$ cat src/include/wtb_pkg.sv
// Function
// - Upper bytes compare with result bits 11:4
// - High nibble compares with result bits 3:0
// - Low nibble compares with result bits 3:0
// - Hysteresis is setting shifted left three places
// - Alert after n+1 consecutive excursions
// - High upper byte resets to all ones
// - Hysteresis register resets to F0
// - Low upper byte resets to zero
// - Count register resets to zero
package wtb_pkg;

  // ----------------------------------------
  // Geometry
  // ----------------------------------------
  localparam int CH_NUM = 2;
  localparam logic [2:0] CH_FIRST = 3'h3;
  localparam int SMP_W = 12;
  localparam int SET_W = 4;
  localparam int HYST_W = 7;
  localparam int HYST_SHIFT = 3;
  localparam int BANK_N = 8;
  localparam int REGS_PER_CH = 4;

  // ----------------------------------------
  // Register map (index, byte address is index times four)
  // ----------------------------------------
  localparam int ADDR_W = 12;
  localparam int IDX_LSB = 2;
  localparam int IDX_MSB = 9;
  localparam logic [7:0] IDX_CH3_HYST = 8'h2C;
  localparam logic [7:0] IDX_CH3_HI = 8'h2D;
  localparam logic [7:0] IDX_CH3_LO_CNT = 8'h2E;
  localparam logic [7:0] IDX_CH3_LO = 8'h2F;
  localparam logic [7:0] IDX_CH4_HYST = 8'h30;
  localparam logic [7:0] IDX_CH4_HI = 8'h31;
  localparam logic [7:0] IDX_CH4_LO_CNT = 8'h32;
  localparam logic [7:0] IDX_CH4_LO = 8'h33;
  localparam logic [7:0] IDX_STAT = 8'h40;
  localparam logic [7:0] IDX_MASK = 8'h41;

  // Slot of each register inside one channel's group of four
  localparam int OFS_HYST = 0;
  localparam int OFS_HI = 1;
  localparam int OFS_LO_CNT = 2;
  localparam int OFS_LO = 3;

  // Field positions inside the nibble-pair registers
  localparam int NIB_HI = 7;
  localparam int NIB_LO = 4;
  localparam int SET_HI = 3;
  localparam int SET_LO = 0;

  // ----------------------------------------
  // Reset values
  // ----------------------------------------
  localparam logic [7:0] RST_HYST = 8'hF0;
  localparam logic [7:0] RST_HI = 8'hFF;
  localparam logic [7:0] RST_LO_CNT = 8'h00;
  localparam logic [7:0] RST_LO = 8'h00;
  localparam logic [31:0] RST_GRP = {RST_LO, RST_LO_CNT, RST_HI, RST_HYST};
  localparam logic [63:0] BANK_RST = {RST_GRP, RST_GRP};
  localparam logic [1:0] RST_MASK = 2'h0;

  // ----------------------------------------
  // Bus answers
  // ----------------------------------------
  localparam logic [1:0] RESP_OKAY = 2'h0;
  localparam logic [1:0] RESP_SLVERR = 2'h2;

  // ----------------------------------------
  // Carriers
  // ----------------------------------------
  typedef struct packed {
    logic [SMP_W-1:0] hi;
    logic [SMP_W-1:0] lo;
    logic [SET_W-1:0] hyst;
    logic [SET_W-1:0] n;
  } wtb_cfg_s;

  typedef struct packed {
    logic vld;
    logic [2:0] chan;
    logic [SMP_W-1:0] data;
  } wtb_smp_s;

endpackage : wtb_pkg

$ cat src/logic/wtb_chan.sv
module wtb_chan (
  // Clock and reset
  input wire logic i_clk,
  input wire logic i_rst_b,
  // Settings and samples
  input wire wtb_pkg::wtb_cfg_s i_cfg,
  input wire logic i_vld,
  input wire logic [wtb_pkg::SMP_W-1:0] i_data,
  // Alert event
  output logic o_event
);
  import wtb_pkg::*;

  logic [HYST_W-1:0] hyst;
  logic [SMP_W:0] hi_diff;
  logic [SMP_W:0] lo_sum;
  logic [SMP_W-1:0] hi_m;
  logic [SMP_W-1:0] lo_p;
  logic above;
  logic below;
  logic exc;
  logic was_out_q;
  logic [SET_W-1:0] run_q;

  // ----------------------------------------
  // Window with hysteresis
  // ----------------------------------------
  assign hyst = {i_cfg.hyst, HYST_SHIFT'(0)};
  assign hi_diff = {1'b0, i_cfg.hi} - {6'h0, hyst};
  assign lo_sum = {1'b0, i_cfg.lo} + {6'h0, hyst};
  // Saturate so a wide band never wraps the window inside out
  assign hi_m = hi_diff[SMP_W] ? '0 : hi_diff[SMP_W-1:0];
  assign lo_p = lo_sum[SMP_W] ? '1 : lo_sum[SMP_W-1:0];
  // Full 12-bit compare covers both the byte and the nibble
  assign above = was_out_q ? (i_data > hi_m) : (i_data > i_cfg.hi);
  assign below = was_out_q ? (i_data < lo_p) : (i_data < i_cfg.lo);
  assign exc = above || below;

  // ----------------------------------------
  // Consecutive excursion run
  // ----------------------------------------
  always_ff @(posedge i_clk or negedge i_rst_b) begin
    if (!i_rst_b) begin
      was_out_q <= 1'b0;
      run_q <= '0;
      o_event <= 1'b0;
    end else if (i_vld) begin
      was_out_q <= exc;
      if (!exc) begin
        run_q <= '0;
      end else if (run_q < i_cfg.n) begin
        run_q <= run_q + 1'b1;
      end
      o_event <= exc && (run_q >= i_cfg.n);
    end else begin
      o_event <= 1'b0;
    end
  end
endmodule : wtb_chan

$ cat src/logic/wtb_irq.sv
module wtb_irq (
  // Clock and reset
  input wire logic i_clk,
  input wire logic i_rst_b,
  // Events, clears and mask
  input wire logic [wtb_pkg::CH_NUM-1:0] i_evt,
  input wire logic [wtb_pkg::CH_NUM-1:0] i_clr,
  input wire logic [wtb_pkg::CH_NUM-1:0] i_mask,
  // Status and interrupt
  output logic [wtb_pkg::CH_NUM-1:0] o_stat,
  output logic o_irq
);
  import wtb_pkg::*;

  logic [CH_NUM-1:0] stat_d;

  // Set wins over a clear in the same cycle so no alert is lost
  assign stat_d = (o_stat & ~i_clr) | i_evt;

  always_ff @(posedge i_clk or negedge i_rst_b) begin
    if (!i_rst_b) begin
      o_stat <= '0;
    end else begin
      o_stat <= stat_d;
    end
  end

  always_ff @(posedge i_clk or negedge i_rst_b) begin
    if (!i_rst_b) begin
      o_irq <= 1'b0;
    end else begin
      o_irq <= |(stat_d & i_mask);
    end
  end
endmodule : wtb_irq

$ cat src/logic/wtb_bank.sv
module wtb_bank (
  // Clock and reset
  input wire logic i_clk,
  input wire logic i_rst_b,
  // AXI4-Lite write address
  input wire logic [wtb_pkg::ADDR_W-1:0] i_awaddr,
  input wire logic i_awvalid,
  output logic o_awready,
  // AXI4-Lite write data
  input wire logic [31:0] i_wdata,
  input wire logic [3:0] i_wstrb,
  input wire logic i_wvalid,
  output logic o_wready,
  // AXI4-Lite write response
  output logic [1:0] o_bresp,
  output logic o_bvalid,
  input wire logic i_bready,
  // AXI4-Lite read address
  input wire logic [wtb_pkg::ADDR_W-1:0] i_araddr,
  input wire logic i_arvalid,
  output logic o_arready,
  // AXI4-Lite read data
  output logic [31:0] o_rdata,
  output logic [1:0] o_rresp,
  output logic o_rvalid,
  input wire logic i_rready,
  // Conversion results
  input wire wtb_pkg::wtb_smp_s i_smp,
  // Alerts
  output logic [wtb_pkg::CH_NUM-1:0] o_alert,
  output logic o_irq
);
  import wtb_pkg::*;

  // ----------------------------------------
  // Declarations
  // ----------------------------------------
  logic aw_have_q;
  logic w_have_q;
  logic [ADDR_W-1:0] aw_addr_q;
  logic [7:0] w_byte_q;
  logic w_lane_q;
  logic wr_go;
  logic [7:0] wr_idx;
  logic [2:0] wr_slot;
  logic wr_in_bank;
  logic wr_hit;
  logic wr_en;
  logic [7:0] rd_idx;
  logic [2:0] rd_slot;
  logic rd_in_bank;
  logic rd_hit;
  logic [7:0] rd_byte;
  logic ar_take;
  logic [7:0] reg_q [BANK_N];
  logic [CH_NUM-1:0] mask_q;
  logic [CH_NUM-1:0] clr;
  logic [CH_NUM-1:0] evt;
  logic first_q;

  // ----------------------------------------
  // Address decode
  // ----------------------------------------
  function automatic logic top_clear(input logic [ADDR_W-1:0] a);
    return a[ADDR_W-1:IDX_MSB+1] == '0;
  endfunction : top_clear

  function automatic logic in_bank(input logic [ADDR_W-1:0] a);
    logic [7:0] idx;
    idx = a[IDX_MSB:IDX_LSB];
    return top_clear(a) && idx >= IDX_CH3_HYST && idx <= IDX_CH4_LO;
  endfunction : in_bank

  function automatic logic is_mapped(input logic [ADDR_W-1:0] a);
    logic [7:0] idx;
    idx = a[IDX_MSB:IDX_LSB];
    return in_bank(a) || (top_clear(a) && (idx == IDX_STAT || idx == IDX_MASK));
  endfunction : is_mapped

  assign wr_idx = aw_addr_q[IDX_MSB:IDX_LSB];
  assign wr_slot = 3'(wr_idx - IDX_CH3_HYST);
  assign wr_in_bank = in_bank(aw_addr_q);
  assign wr_hit = is_mapped(aw_addr_q);
  assign rd_idx = i_araddr[IDX_MSB:IDX_LSB];
  assign rd_slot = 3'(rd_idx - IDX_CH3_HYST);
  assign rd_in_bank = in_bank(i_araddr);
  assign rd_hit = is_mapped(i_araddr);

  // ----------------------------------------
  // Write channel
  // ----------------------------------------
  // Address and data are taken in either order and held until both are in
  assign o_awready = !aw_have_q;
  assign o_wready = !w_have_q;
  // A held response stalls the next write rather than dropping it
  assign wr_go = aw_have_q && w_have_q && !o_bvalid;
  // Only the low byte lane carries register data
  assign wr_en = wr_go && w_lane_q && wr_hit;

  always_ff @(posedge i_clk or negedge i_rst_b) begin
    if (!i_rst_b) begin
      aw_have_q <= 1'b0;
      aw_addr_q <= '0;
    end else if (i_awvalid && o_awready) begin
      aw_have_q <= 1'b1;
      aw_addr_q <= i_awaddr;
    end else if (wr_go) begin
      aw_have_q <= 1'b0;
    end
  end

  always_ff @(posedge i_clk or negedge i_rst_b) begin
    if (!i_rst_b) begin
      w_have_q <= 1'b0;
      w_byte_q <= '0;
      w_lane_q <= 1'b0;
    end else if (i_wvalid && o_wready) begin
      w_have_q <= 1'b1;
      w_byte_q <= i_wdata[7:0];
      w_lane_q <= i_wstrb[0];
    end else if (wr_go) begin
      w_have_q <= 1'b0;
    end
  end

  always_ff @(posedge i_clk or negedge i_rst_b) begin
    if (!i_rst_b) begin
      o_bvalid <= 1'b0;
      o_bresp <= RESP_OKAY;
    end else if (wr_go) begin
      o_bvalid <= 1'b1;
      o_bresp <= wr_hit ? RESP_OKAY : RESP_SLVERR;
    end else if (i_bready) begin
      o_bvalid <= 1'b0;
    end
  end

  // ----------------------------------------
  // Threshold bank
  // ----------------------------------------
  for (genvar e = 0; e < BANK_N; e++) begin : g_bank
    always_ff @(posedge i_clk or negedge i_rst_b) begin
      if (!i_rst_b) begin
        reg_q[e] <= BANK_RST[e*8 +: 8];
      end else if (wr_en && wr_in_bank && wr_slot == 3'(e)) begin
        reg_q[e] <= w_byte_q;
      end
    end
  end

  always_ff @(posedge i_clk or negedge i_rst_b) begin
    if (!i_rst_b) begin
      mask_q <= RST_MASK;
    end else if (wr_en && wr_idx == IDX_MASK) begin
      mask_q <= w_byte_q[CH_NUM-1:0];
    end
  end

  // Writing a one clears that channel's alert
  assign clr = (wr_en && wr_idx == IDX_STAT) ? w_byte_q[CH_NUM-1:0] : '0;

  // ----------------------------------------
  // Read channel
  // ----------------------------------------
  assign o_arready = !o_rvalid;
  assign ar_take = i_arvalid && o_arready;

  always_comb begin
    rd_byte = '0;
    if (rd_in_bank) begin
      rd_byte = reg_q[rd_slot];
    end else if (rd_hit && rd_idx == IDX_STAT) begin
      rd_byte = {6'h0, o_alert};
    end else if (rd_hit && rd_idx == IDX_MASK) begin
      rd_byte = {6'h0, mask_q};
    end
  end

  always_ff @(posedge i_clk or negedge i_rst_b) begin
    if (!i_rst_b) begin
      o_rvalid <= 1'b0;
      o_rdata <= '0;
      o_rresp <= RESP_OKAY;
    end else if (ar_take) begin
      o_rvalid <= 1'b1;
      o_rdata <= {24'h0, rd_byte};
      o_rresp <= rd_hit ? RESP_OKAY : RESP_SLVERR;
    end else if (i_rready) begin
      o_rvalid <= 1'b0;
    end
  end

  // ----------------------------------------
  // Window comparators
  // ----------------------------------------
  for (genvar c = 0; c < CH_NUM; c++) begin : g_chan
    localparam int B = c * REGS_PER_CH;
    wtb_cfg_s cfg;
    logic vld;

    // Upper byte sits above the nibble to form each 12-bit limit
    assign cfg.hi = {reg_q[B+OFS_HI], reg_q[B+OFS_HYST][NIB_HI:NIB_LO]};
    assign cfg.lo = {reg_q[B+OFS_LO], reg_q[B+OFS_LO_CNT][NIB_HI:NIB_LO]};
    assign cfg.hyst = reg_q[B+OFS_HYST][SET_HI:SET_LO];
    assign cfg.n = reg_q[B+OFS_LO_CNT][SET_HI:SET_LO];
    assign vld = i_smp.vld && i_smp.chan == 3'(CH_FIRST + 3'(c));

    wtb_chan u_chan (
      .i_clk(i_clk),
      .i_rst_b(i_rst_b),
      .i_cfg(cfg),
      .i_vld(vld),
      .i_data(i_smp.data),
      .o_event(evt[c])
    );
  end

  // ----------------------------------------
  // Alert status and interrupt
  // ----------------------------------------
  wtb_irq u_irq (
    .i_clk(i_clk),
    .i_rst_b(i_rst_b),
    .i_evt(evt),
    .i_clr(clr),
    .i_mask(mask_q),
    .o_stat(o_alert),
    .o_irq(o_irq)
  );

  // ----------------------------------------
  // Checks
  // ----------------------------------------
  // Marks the first edge after reset release
  always_ff @(posedge i_clk or negedge i_rst_b) begin
    if (!i_rst_b) begin
      first_q <= 1'b1;
    end else begin
      first_q <= 1'b0;
    end
  end
endmodule : wtb_bank

$ cat config.mk
export PLATFORM = sky130hd
export DESIGN_NAME = wtb_bank
export DESIGN_NICKNAME = d
export VERILOG_FILES = /design/src/include/wtb_pkg.sv /design/src/logic/wtb_chan.sv /design/src/logic/wtb_irq.sv /design/src/logic/wtb_bank.sv
export SDC_FILE = /design/constraint.sdc
export NUM_CORES = 1
export LEC_CHECK = 0
export BUFFER_PORTS_ARGS = -buffer_cell sky130_fd_sc_hd__buf_2
export CORE_MARGIN = 3
export CORE_UTILIZATION = 36
export DETAILED_ROUTE_END_ITERATION = 10
export HOLD_SLACK_MARGIN = 0.1
export PLACE_DENSITY_LB_ADDON = 0.25
export SLEW_MARGIN = 10
export SYNTH_ARGS = -nofsm -noshare
export SYNTH_HDL_FRONTEND = slang
export SYNTH_HIERARCHICAL = 1
export SYNTH_SLANG_ARGS = --single-unit
$ cat constraint.sdc
create_clock -name i_clk -period 10.87 [get_ports i_clk]
set_clock_uncertainty 0.05 [all_clocks]
set_input_delay 1.6305 -clock i_clk [delete_from_list [all_inputs] [get_ports i_clk]]
set_output_delay 1.6305 -clock i_clk [all_outputs]
set_load 0.005 [all_outputs]
======== Word-level counts from Yosys, hierarchy flattened ========
Index checks and enable logic that the tools add are counted.
Widths: inputs -> output; s select.
storage, ports and cells
  register bits ........................... 118
  input bits .............................. 83
  output and inout bits ................... 44
  logic and storage cells ................. 152
operators by class
  add/subtract/negate cells ............... 8
  magnitude comparators ................... 17
  eq/ne operators ......................... 15
  mux-type cells .......................... 30
  bitwise gates (word level) .............. 5
  reductions and logical operators ........ 50
operators by type and width
  cell                 count
  $gt 12x12->1         4
  $lt 12x12->1         4
  $mux 12              4
  $eq 8x7->1 const B   4
  $mux 8               4
  $logic_and 1x1->1    30
  $add 12x7->13        2
  $sub 12x7->13        2
  $bmux 8 s3           1
  $ge 8x6->1 const B   2
  $le 8x6->1 const B   2
  $mux 4               4
  $eq 3x3->1 const B   5
  $mux 1               13
  $eq 3x2->1 const B   3
  $add 4x1->4 const B  2
  $ge 4x4->1           2
  $lt 4x4->1           2
  $mux 2               4
  $reduce_bool 2->1    4
  $logic_or 1x1->1     6
  $sub 3x3->3 const B  2
  $and 2x2->2          2
  $ge 4x4->1 const B   1
  10 further kinds     16

======== Depth between registers and ports, before layout ========
Gate-level depths: netlist (run 1).
  word-level depth ........................ 12
  mapped depth ............................ 18
  gate-level depth less buffers ........... 17

======== Hierarchy ========
Netlist (run 1), hierarchy kept.
modules (own cells, without submodules)
  module                        times used  cells each  area an instance (µm²)  seq. area each (µm²)
  wtb_bank                      1           329         4709.5                  2507.4
  wtb_chan at g_chan[1].u_chan  1           263         2035.7                  150.1
  wtb_chan at g_chan[0].u_chan  1           267         2019.4                  150.1
  wtb_irq                       1           8           106.4                   75.1

======== Least setup slack after synthesis (run 1) ========
No wires, ideal clock.
  kind .................................... flip-flop to flip-flop
  from .................................... register reg_q, in the netlist g_chan[1].cfg[5]
  to ...................................... register g_chan[1].u_chan.run_q[2]
  data arrival time ....................... 3325 ps
  required time ........................... 10684 ps
  slack ................................... 7359 ps
  cell stages (with the launch flop) ...... 19
  period minus slack after synthesis ...... 3511 ps
  cell sequence ........................... dfrtp_1 inv_1 ha_1 nor2b_1 o21ai_0 nand2b_1 nand2_1 nand2_1 or4_1 clkbuf_1 nand2_1 ha_1 a211oi_1 o21ai_0 a2111oi_0 a21oi_1 o32a_2 nand3_1 o311ai_2
on the way
  cells in the longest elaborated chain, start to end .. 7
  elaborated cells on any way between the ends .. 12
ends and longest elaborated chain
  element                                         line                            RTL
  start, declared                                 wtb_bank.sv:55                  logic [7:0] reg_q [BANK_N];
  start signal, assigned by index                 wtb_bank.sv:144                 reg_q[e] <= BANK_RST[e*8 +: 8];
  start signal, assigned by index                 wtb_bank.sv:146                 reg_q[e] <= w_byte_q;
  $sub 12x7->13 or $add 12x7->13 (tied branches)  wtb_chan.sv:29, wtb_chan.sv:30
  $mux 12 (on tied branches)                      wtb_chan.sv:32, wtb_chan.sv:33
  $gt 12x12->1 or $lt 12x12->1 (tied branches)    wtb_chan.sv:35, wtb_chan.sv:36
  $mux 1 (on tied branches)                       wtb_chan.sv:35, wtb_chan.sv:36
  $logic_or 1x1->1 *                              wtb_chan.sv:37                  assign exc = above || below;
  $ne 2x2->1 (no line)                            -
  $reduce_and 2->1 (no line)                      -
  end signal, assigned                            wtb_chan.sv:52                  run_q <= run_q + 1'b1;
  end, declared                                   wtb_chan.sv:23                  logic [SET_W-1:0] run_q;
Every way passes the cells marked *; elsewhere a longest branch is shown, timed or not.
A chain may end at the register's enable or synchronous reset.

======== Final worst setup path (run 1) ========
  from .................................... register reg_q, in the netlist g_chan[1].cfg[5]
  to ...................................... register g_chan[1].u_chan.was_out_q
on the way
  cells in the longest elaborated chain, start to end .. 5
  elaborated cells on any way between the ends .. 9
ends and longest elaborated chain
  element                                         line                            RTL
  $sub 12x7->13 or $add 12x7->13 (tied branches)  wtb_chan.sv:29, wtb_chan.sv:30
  $mux 12 (on tied branches)                      wtb_chan.sv:32, wtb_chan.sv:33
  $gt 12x12->1 or $lt 12x12->1 (tied branches)    wtb_chan.sv:35, wtb_chan.sv:36
  $mux 1 (on tied branches)                       wtb_chan.sv:35, wtb_chan.sv:36
  $logic_or 1x1->1 *                              wtb_chan.sv:37
  end signal, assigned                            wtb_chan.sv:44                  was_out_q <= 1'b0;
  end signal, assigned                            wtb_chan.sv:48                  was_out_q <= exc;
  end, declared                                   wtb_chan.sv:22                  logic was_out_q;
Marks and branches as above.

==> flow_summary.ini, run 1 <==
[cts]
cts_made_buffers = 17
root_buffer = clkbuf_16
clk_pin_slew_ns = 0.06
clk_latency_ns = 0.42
cts_hold_buf = 0
cts_setup_buffers = 0
clockBufferDepth = 2
clkSinkCount = 114
h-tree-depth = 4
cts_resized = 0
cts_tree = yes

[synthesis]
synth_xor_area_frac = 0.0158
muxShareOfSynthArea = 0.168
synthAdderAreaFrac = 0.175
synth_area_per_cell_um2 = 10.2
synthSimpleGateAreaFrac = 0.141
yosysTopAreaCell = dfrtp_1
netlist_top_cells_count = 118 x ha_1, 90 x dfrtp_1, 86 x mux2_2, 76 x inv_1, 56 x nand2_1
yosysSeqAreaShare = 0.325
synth_edf_count = 0
yosysMostFrequentCell = ha_1
synth_top_area_share = 0.254
synth_top_family_by_area = adder cells
synth_area_um2 = 8870
ys.flop_type = dfrtp_1
async_flop_share = 1.00
yosysWarningCount = 6
yosysUniqueCellTypes = 71
netlist_instances = 867
synth_compound_area_frac = 0.113
synth_seq_cells = 114
synthTopCellsByArea = dfrtp_1 25%, ha_1 17%, mux2_2 11%

[floorplanning]
dieArea_um2 = 26600
core_um2 = 23800
initial_utilization = 0.372
ios = 127
core.rowCount = 56
die_y_um = 163
die_w_um = 163

[worst_setup_path]
cp.required_ns = 11.06
cp_data_arrival_time_ns = 4.38
path_delay_family = compound AO/OA/AOI/OAI gates
crit_buf_inv = 1
slowest_stage = or4_1
cp_max_fo = 9
setup.worst_path.start = g_chan[1].cfg[5]$_DFFE_PN0P_
cp-end-kind = flip-flop
cp_cell_sequence = inv_1, ha_1, nor2b_1, o21ai_0, nand2b_1, nand2_1, nand2_1, or4_1, nand2_1, ha_1, a211oi_1, o21ai_0, a2111oi_0, a21oi_1, o32a_2, nand2_4, o21ai_0
rr_startpoint = g_chan[1].cfg[5]$_DFFE_PN0P_
crit_path_start_kind = flip-flop
crit_type = reg -> reg
cpPeakStageDelay_ns = 0.61
r2r_slack_ns = 6.69

[placement]
dpl.hpwl_um = 17900
dpl_worst_slack_ns = 6.75
portBuffers = 69
gp_congestion = 0.869
dpl-instance-area_um2 = 9460

[sta]
setup_tns_ns = 0
worstMarginPinSlew_ns = 1.05
rsz0062_at_grt = false
fmax_ghz = 0.239
fin_ws_ns = 6.69
hold_viol = 0
fin_crit_ns = 4.18
finalCritPeriodShare = 0.385
setup_violations = 0
max_slew_margin = 0.293
slew_violations = 0

[grt]
grt_overflow = 0
grt_max_degree = 59
grt_usage = 0.181
antenna_found_initial = 3
grt_pass1_vias = 6813
grt_pass1_wl_um = 37300

[pwr]
ir_worst_vdd_mv = 0.0992
p_leak_nw = 4.50
p_int_mw = 0.965
p_clk_frac = 0.361
power_frac_comb = 0.233
seq_power_share = 0.406
power.density_nw_per_um2 = 146
power_switching_share = 0.339
net-switching-power_mw = 0.495

[hold_path]
hp-start = g_chan[0].u_chan/o_event$_DFF_PN0_
min-delay-path-class = reg -> reg

[layout]
final_area_um2 = 10000
area.sequential_um2 = 2880
area_growth_pct = 12.9
final_nets = 1144
drive_gt1_frac = 0.268
n_fill_cell = 2406
multi_input_area_um2 = 5540

[detailed_routing]
vias = 6691
dr.pass1.iters = 5
drc = 0
drt-vias-per-instance = 5.26
totalWireLength_um = 23200
antenna_left = 0
drtIter0Drc = 327
wire_per_inst_um = 18.2

[job]
drv_cap = 0

[status]
outcome = complete, no violations
-- area by class of cell --
class	count	share of cell area
Timing Repair Buffer	70	0.0355
Sequential cell	114	0.288
Inverter	76	0.0285
Clock inverter	12	0.0109
Tap cell	319	0.0398
Multi-Input combinational cell	660	0.553
Clock buffer	20	0.0446
Antenna cell	1	0.000250
-- power groups by stage --
stage | Clock [mW] | Sequential (mW) | Combinational [mW]
final | 0.528 | 0.592 | 0.340
after global routing | 0.566 | 0.605 | 0.387
after global placement | 0 | 0.598 | 0.332
after floorplan | 0 | 0.544 | 0.270
after CTS | 0.542 | 0.593 | 0.342
after detailed placement | 0 | 0.599 | 0.340
-- worst reg2reg max path, delay by kind of cell (launching register included) --
family / cells / cell delay (ns)
buffers and inverters: 1 / 0.09
adder cells (fa/ha/maj): 2 / 0.54
AO/OA/AOI/OAI: 7 / 1.47
flip-flops: 1 / 0.50
AND/OR/NAND/NOR: 7 / 1.38
-- final timing paths --
check / to / depth (start not counted)
max reg2reg: g_chan[1].u_chan/was_out_q$_DFFE_PN0P_ / 17
max in group asynchronous: g_chan[0].cfg[2]$_DFFE_PN0P_ / 2
min: u_irq/o_stat[0]$_DFF_PN0_ / 1
max: g_chan[1].u_chan/was_out_q$_DFFE_PN0P_ / 17
min in group asynchronous: g_chan[0].u_chan/run_q[1]$_DFFE_PN0P_ / 1
min reg2reg: u_irq/o_stat[0]$_DFF_PN0_ / 1
-- layout by cell type (no fill, tap or decap), types with 26 or more instances in the layout --
cell type and count:
a21oi_1 46, buf_2 68, conb_1 26, dfrtp_1 90, ha_1 118, inv_1 76
mux2_2 86, nand2_1 56, nor2_1 39, o21ai_0 49
-- layer usage --
layer  vias to the layer above  global-route usage  wire, um
li1                       3262                   -         -
met1                      3227               0.262     11400
met2                       178               0.277     10200
met3                        20              0.0453      1370
met4                         4              0.0365       180
met5                         -                   0        27
-- through the flow --
stage | util | power, mW | hold WS (ns) | std cells
after floorplan | - | 0.814 | 0.374 | 892
after CTS | 0.420 | 1.48 | 0.418 | 1271
after global routing | 0.420 | 1.56 | 0.435 | 1272
after detailed placement | 0.397 | 0.939 | 0.403 | 1239
after global placement | 0.397 | 0.930 | 0.402 | 1239
final | 0.420 | 1.46 | 0.410 | 1272
-- sequential cells by signal, indices dropped and copies added (netlist names) --
name                     cells
w_lane_q                     1
mask_q                       2
g_chan.cfg                  64
g_chan.u_chan/o_event        2
w_byte_q                     8
aw_addr_q                   10
o_rvalid                     1
g_chan.u_chan/was_out_q      2
aw_have_q                    1
o_bresp                      1
o_rdata                      8
o_rresp                      1
o_bvalid                     1
w_have_q                     1
u_irq/o_stat                 2
u_irq/o_irq                  1
g_chan.u_chan/run_q          8
-- logic make-up (layout without fill, tap and decap cells) --
kind of cell | after synthesis | count (layout)
muxes | 118 | 118
and+or+nand+nor | 225 | 225
xor gates and xnor gates | 16 | 16
AOI/OAI and AO/OA | 153 | 153
buffers and inverters | 118 | 178
DFF | 114 | 114
other | 1 | 27
adders and majority gates | 122 | 122
Note: power is estimated with default switching activity, not from simulation.
==> run 2: changes to the inputs <==
==> constraint.sdc (replaced) <==
create_clock -name i_clk -period 3.95 [get_ports i_clk]
set_clock_uncertainty 0.05 [all_clocks]
set_input_delay 0.5925 -clock i_clk [delete_from_list [all_inputs] [get_ports i_clk]]
set_output_delay 0.5925 -clock i_clk [all_outputs]
set_load 0.005 [all_outputs]
==> flow_summary.ini, run 2 (synthesis gave the netlist of run 1 again) <==
[status]
outcome = complete, no violations

[worst_setup_path]
rr_startpoint = g_chan[0].cfg[23]$_DFFE_PN1P_
cp_cell_sequence = inv_1, ha_1, fa_1, nor2b_1, o21ai_0, nor2b_1, xnor2_1, nand2_1, ha_1, nand4_1, or3_1, mux2_2, o31a_1, o32a_2, nand2_2, o311ai_2
cp_data_arrival_time_ns = 3.98
r2r_cells = 16
crit_buf_inv = 1
cp-end-kind = flip-flop
r2r_slack_ns = 0.20
crit_path_start_kind = flip-flop
crit_cells = 16
cp.required_ns = 4.18
crit_type = reg -> reg
r2r_end = g_chan[0].u_chan/run_q[3]$_DFFE_PN0P_
slowest_stage = dfstp_2
cpPeakStageDelay_ns = 0.55
path_delay_family = simple AND/OR/NAND/NOR gates
cp_max_fo = 5

[placement]
gp_congestion = 0.853
dpl_worst_slack_ns = 0.184
dpl-instance-area_um2 = 9520
portBuffers = 69
post-place-cells = 1246
dpl.hpwl_um = 17700

[detailed_routing]
wire_per_inst_um = 17.7
dr.pass1.iters = 5
vias = 6648
antenna_left = 0
drtIter0Drc = 355
totalWireLength_um = 22700
drc = 0
drt-vias-per-instance = 5.20

[pwr]
p_clk_frac = 0.357
p_leak_nw = 4.55
power_switching_share = 0.330
ir_worst_vdd_mv = 0.268
power_frac_comb = 0.237
seq_power_share = 0.406
net-switching-power_mw = 1.32
p_int_mw = 2.68
power.density_nw_per_um2 = 397

[grt]
antenna_found_initial = 1
grt_usage = 0.177
grt_max_degree = 59
grt_pass1_vias = 6463
grt_pass1_wl_um = 36400
grt_overflow = 0

[layout]
layoutNonFillerInstCount = 1278
final_common_cell = ha_1
area_growth_pct = 13.8
final_area_um2 = 10100
largest_reg_flops = 64
num_antenna_cells = 0
drive_gt1_frac = 0.274
final_nets = 1151
mostFrequentLayoutCells = 118 x ha_1, 90 x dfrtp_1, 86 x mux2_2

[sta]
holdWs_ns = 0.210
worstMarginPinSlew_ns = 0.965
finalCritPeriodShare = 0.949
slew_violations = 0
fin_crit_ns = 3.75
setup_violations = 0
fmax_ghz = 0.267
setup_tns_ns = 0
rsz0062_at_grt = false
max_slew_margin = 0.351
fin_ws_ns = 0.201
hold_viol = 0

[cts]
cts_made_buffers = 17
clkSinkCount = 114
clk_pin_slew_ns = 0.06
root_buffer = clkbuf_16
h-tree-depth = 4
cts_tree = yes
clk_latency_ns = 0.41
clockBufferDepth = 2

[floorplanning]
die_y_um = 163
ios = 127
core.rowCount = 56
die_w_um = 163
initial_utilization = 0.372
core_um2 = 23800
dieArea_um2 = 26600

[hold_path]
min-delay-path-class = in -> async

[job]
drv_cap = 0
run 2: power by group through the flow:
stage	logic, mW	registers, mW	clock network [mW]
floorplan	0.743	1.50	0
global placement	0.926	1.64	0
detailed placement	0.943	1.64	0
CTS	0.948	1.62	1.46
global route	1.08	1.66	1.52
finish	0.951	1.62	1.43
run 2: timing repair:
item                                    CTS  global route
hold buffers                              0             0
setup buffers                             0             0
endpoints found under the setup margin    0             8
resized for setup                         0             8
run 2: layout make-up:
type                       count  area (um2)
tap                          319         399
clock buffer                  22         464
fill                        2318       13700
clock inverter                10        85.1
sequential                   114        2880
multi-input combinational    660        5560
inverter                      76         285
timing repair buffer          77         420
run 2: how the worst max path moves through the flow:
stage                                             start                                      to
after floorplan            g_chan[1].cfg[5]$_DFFE_PN0P_   g_chan[1].u_chan/run_q[2]$_DFFE_PN0P_
after global placement    g_chan[1].cfg[23]$_DFFE_PN1P_  g_chan[1].u_chan/was_out_q$_DFFE_PN0P_
after detailed placement  g_chan[0].cfg[23]$_DFFE_PN1P_   g_chan[0].u_chan/run_q[3]$_DFFE_PN0P_
after CTS                 g_chan[1].cfg[23]$_DFFE_PN1P_   g_chan[1].u_chan/run_q[2]$_DFFE_PN0P_
after global routing       g_chan[0].cfg[5]$_DFFE_PN0P_   g_chan[0].u_chan/run_q[2]$_DFFE_PN0P_
final                     g_chan[0].cfg[23]$_DFFE_PN1P_   g_chan[0].u_chan/run_q[3]$_DFFE_PN0P_
run 2: metrics by stage:
stage | util | power (mW)
after global routing | 0.424 | 4.26
after CTS | 0.423 | 4.04
final | 0.424 | 4.00
after detailed placement | 0.400 | 2.59
after floorplan | - | 2.24
after global placement | 0.400 | 2.57
run 2: routing by layer:
metal | wire length (um) | GRT usage | vias up
met5 | 13 | 0 | -
met4 | 160 | 0.0381 | 2
met3 | 1090 | 0.0420 | 14
met2 | 9980 | 0.266 | 154
met1 | 11400 | 0.259 | 3219
li1 | - | - | 3259
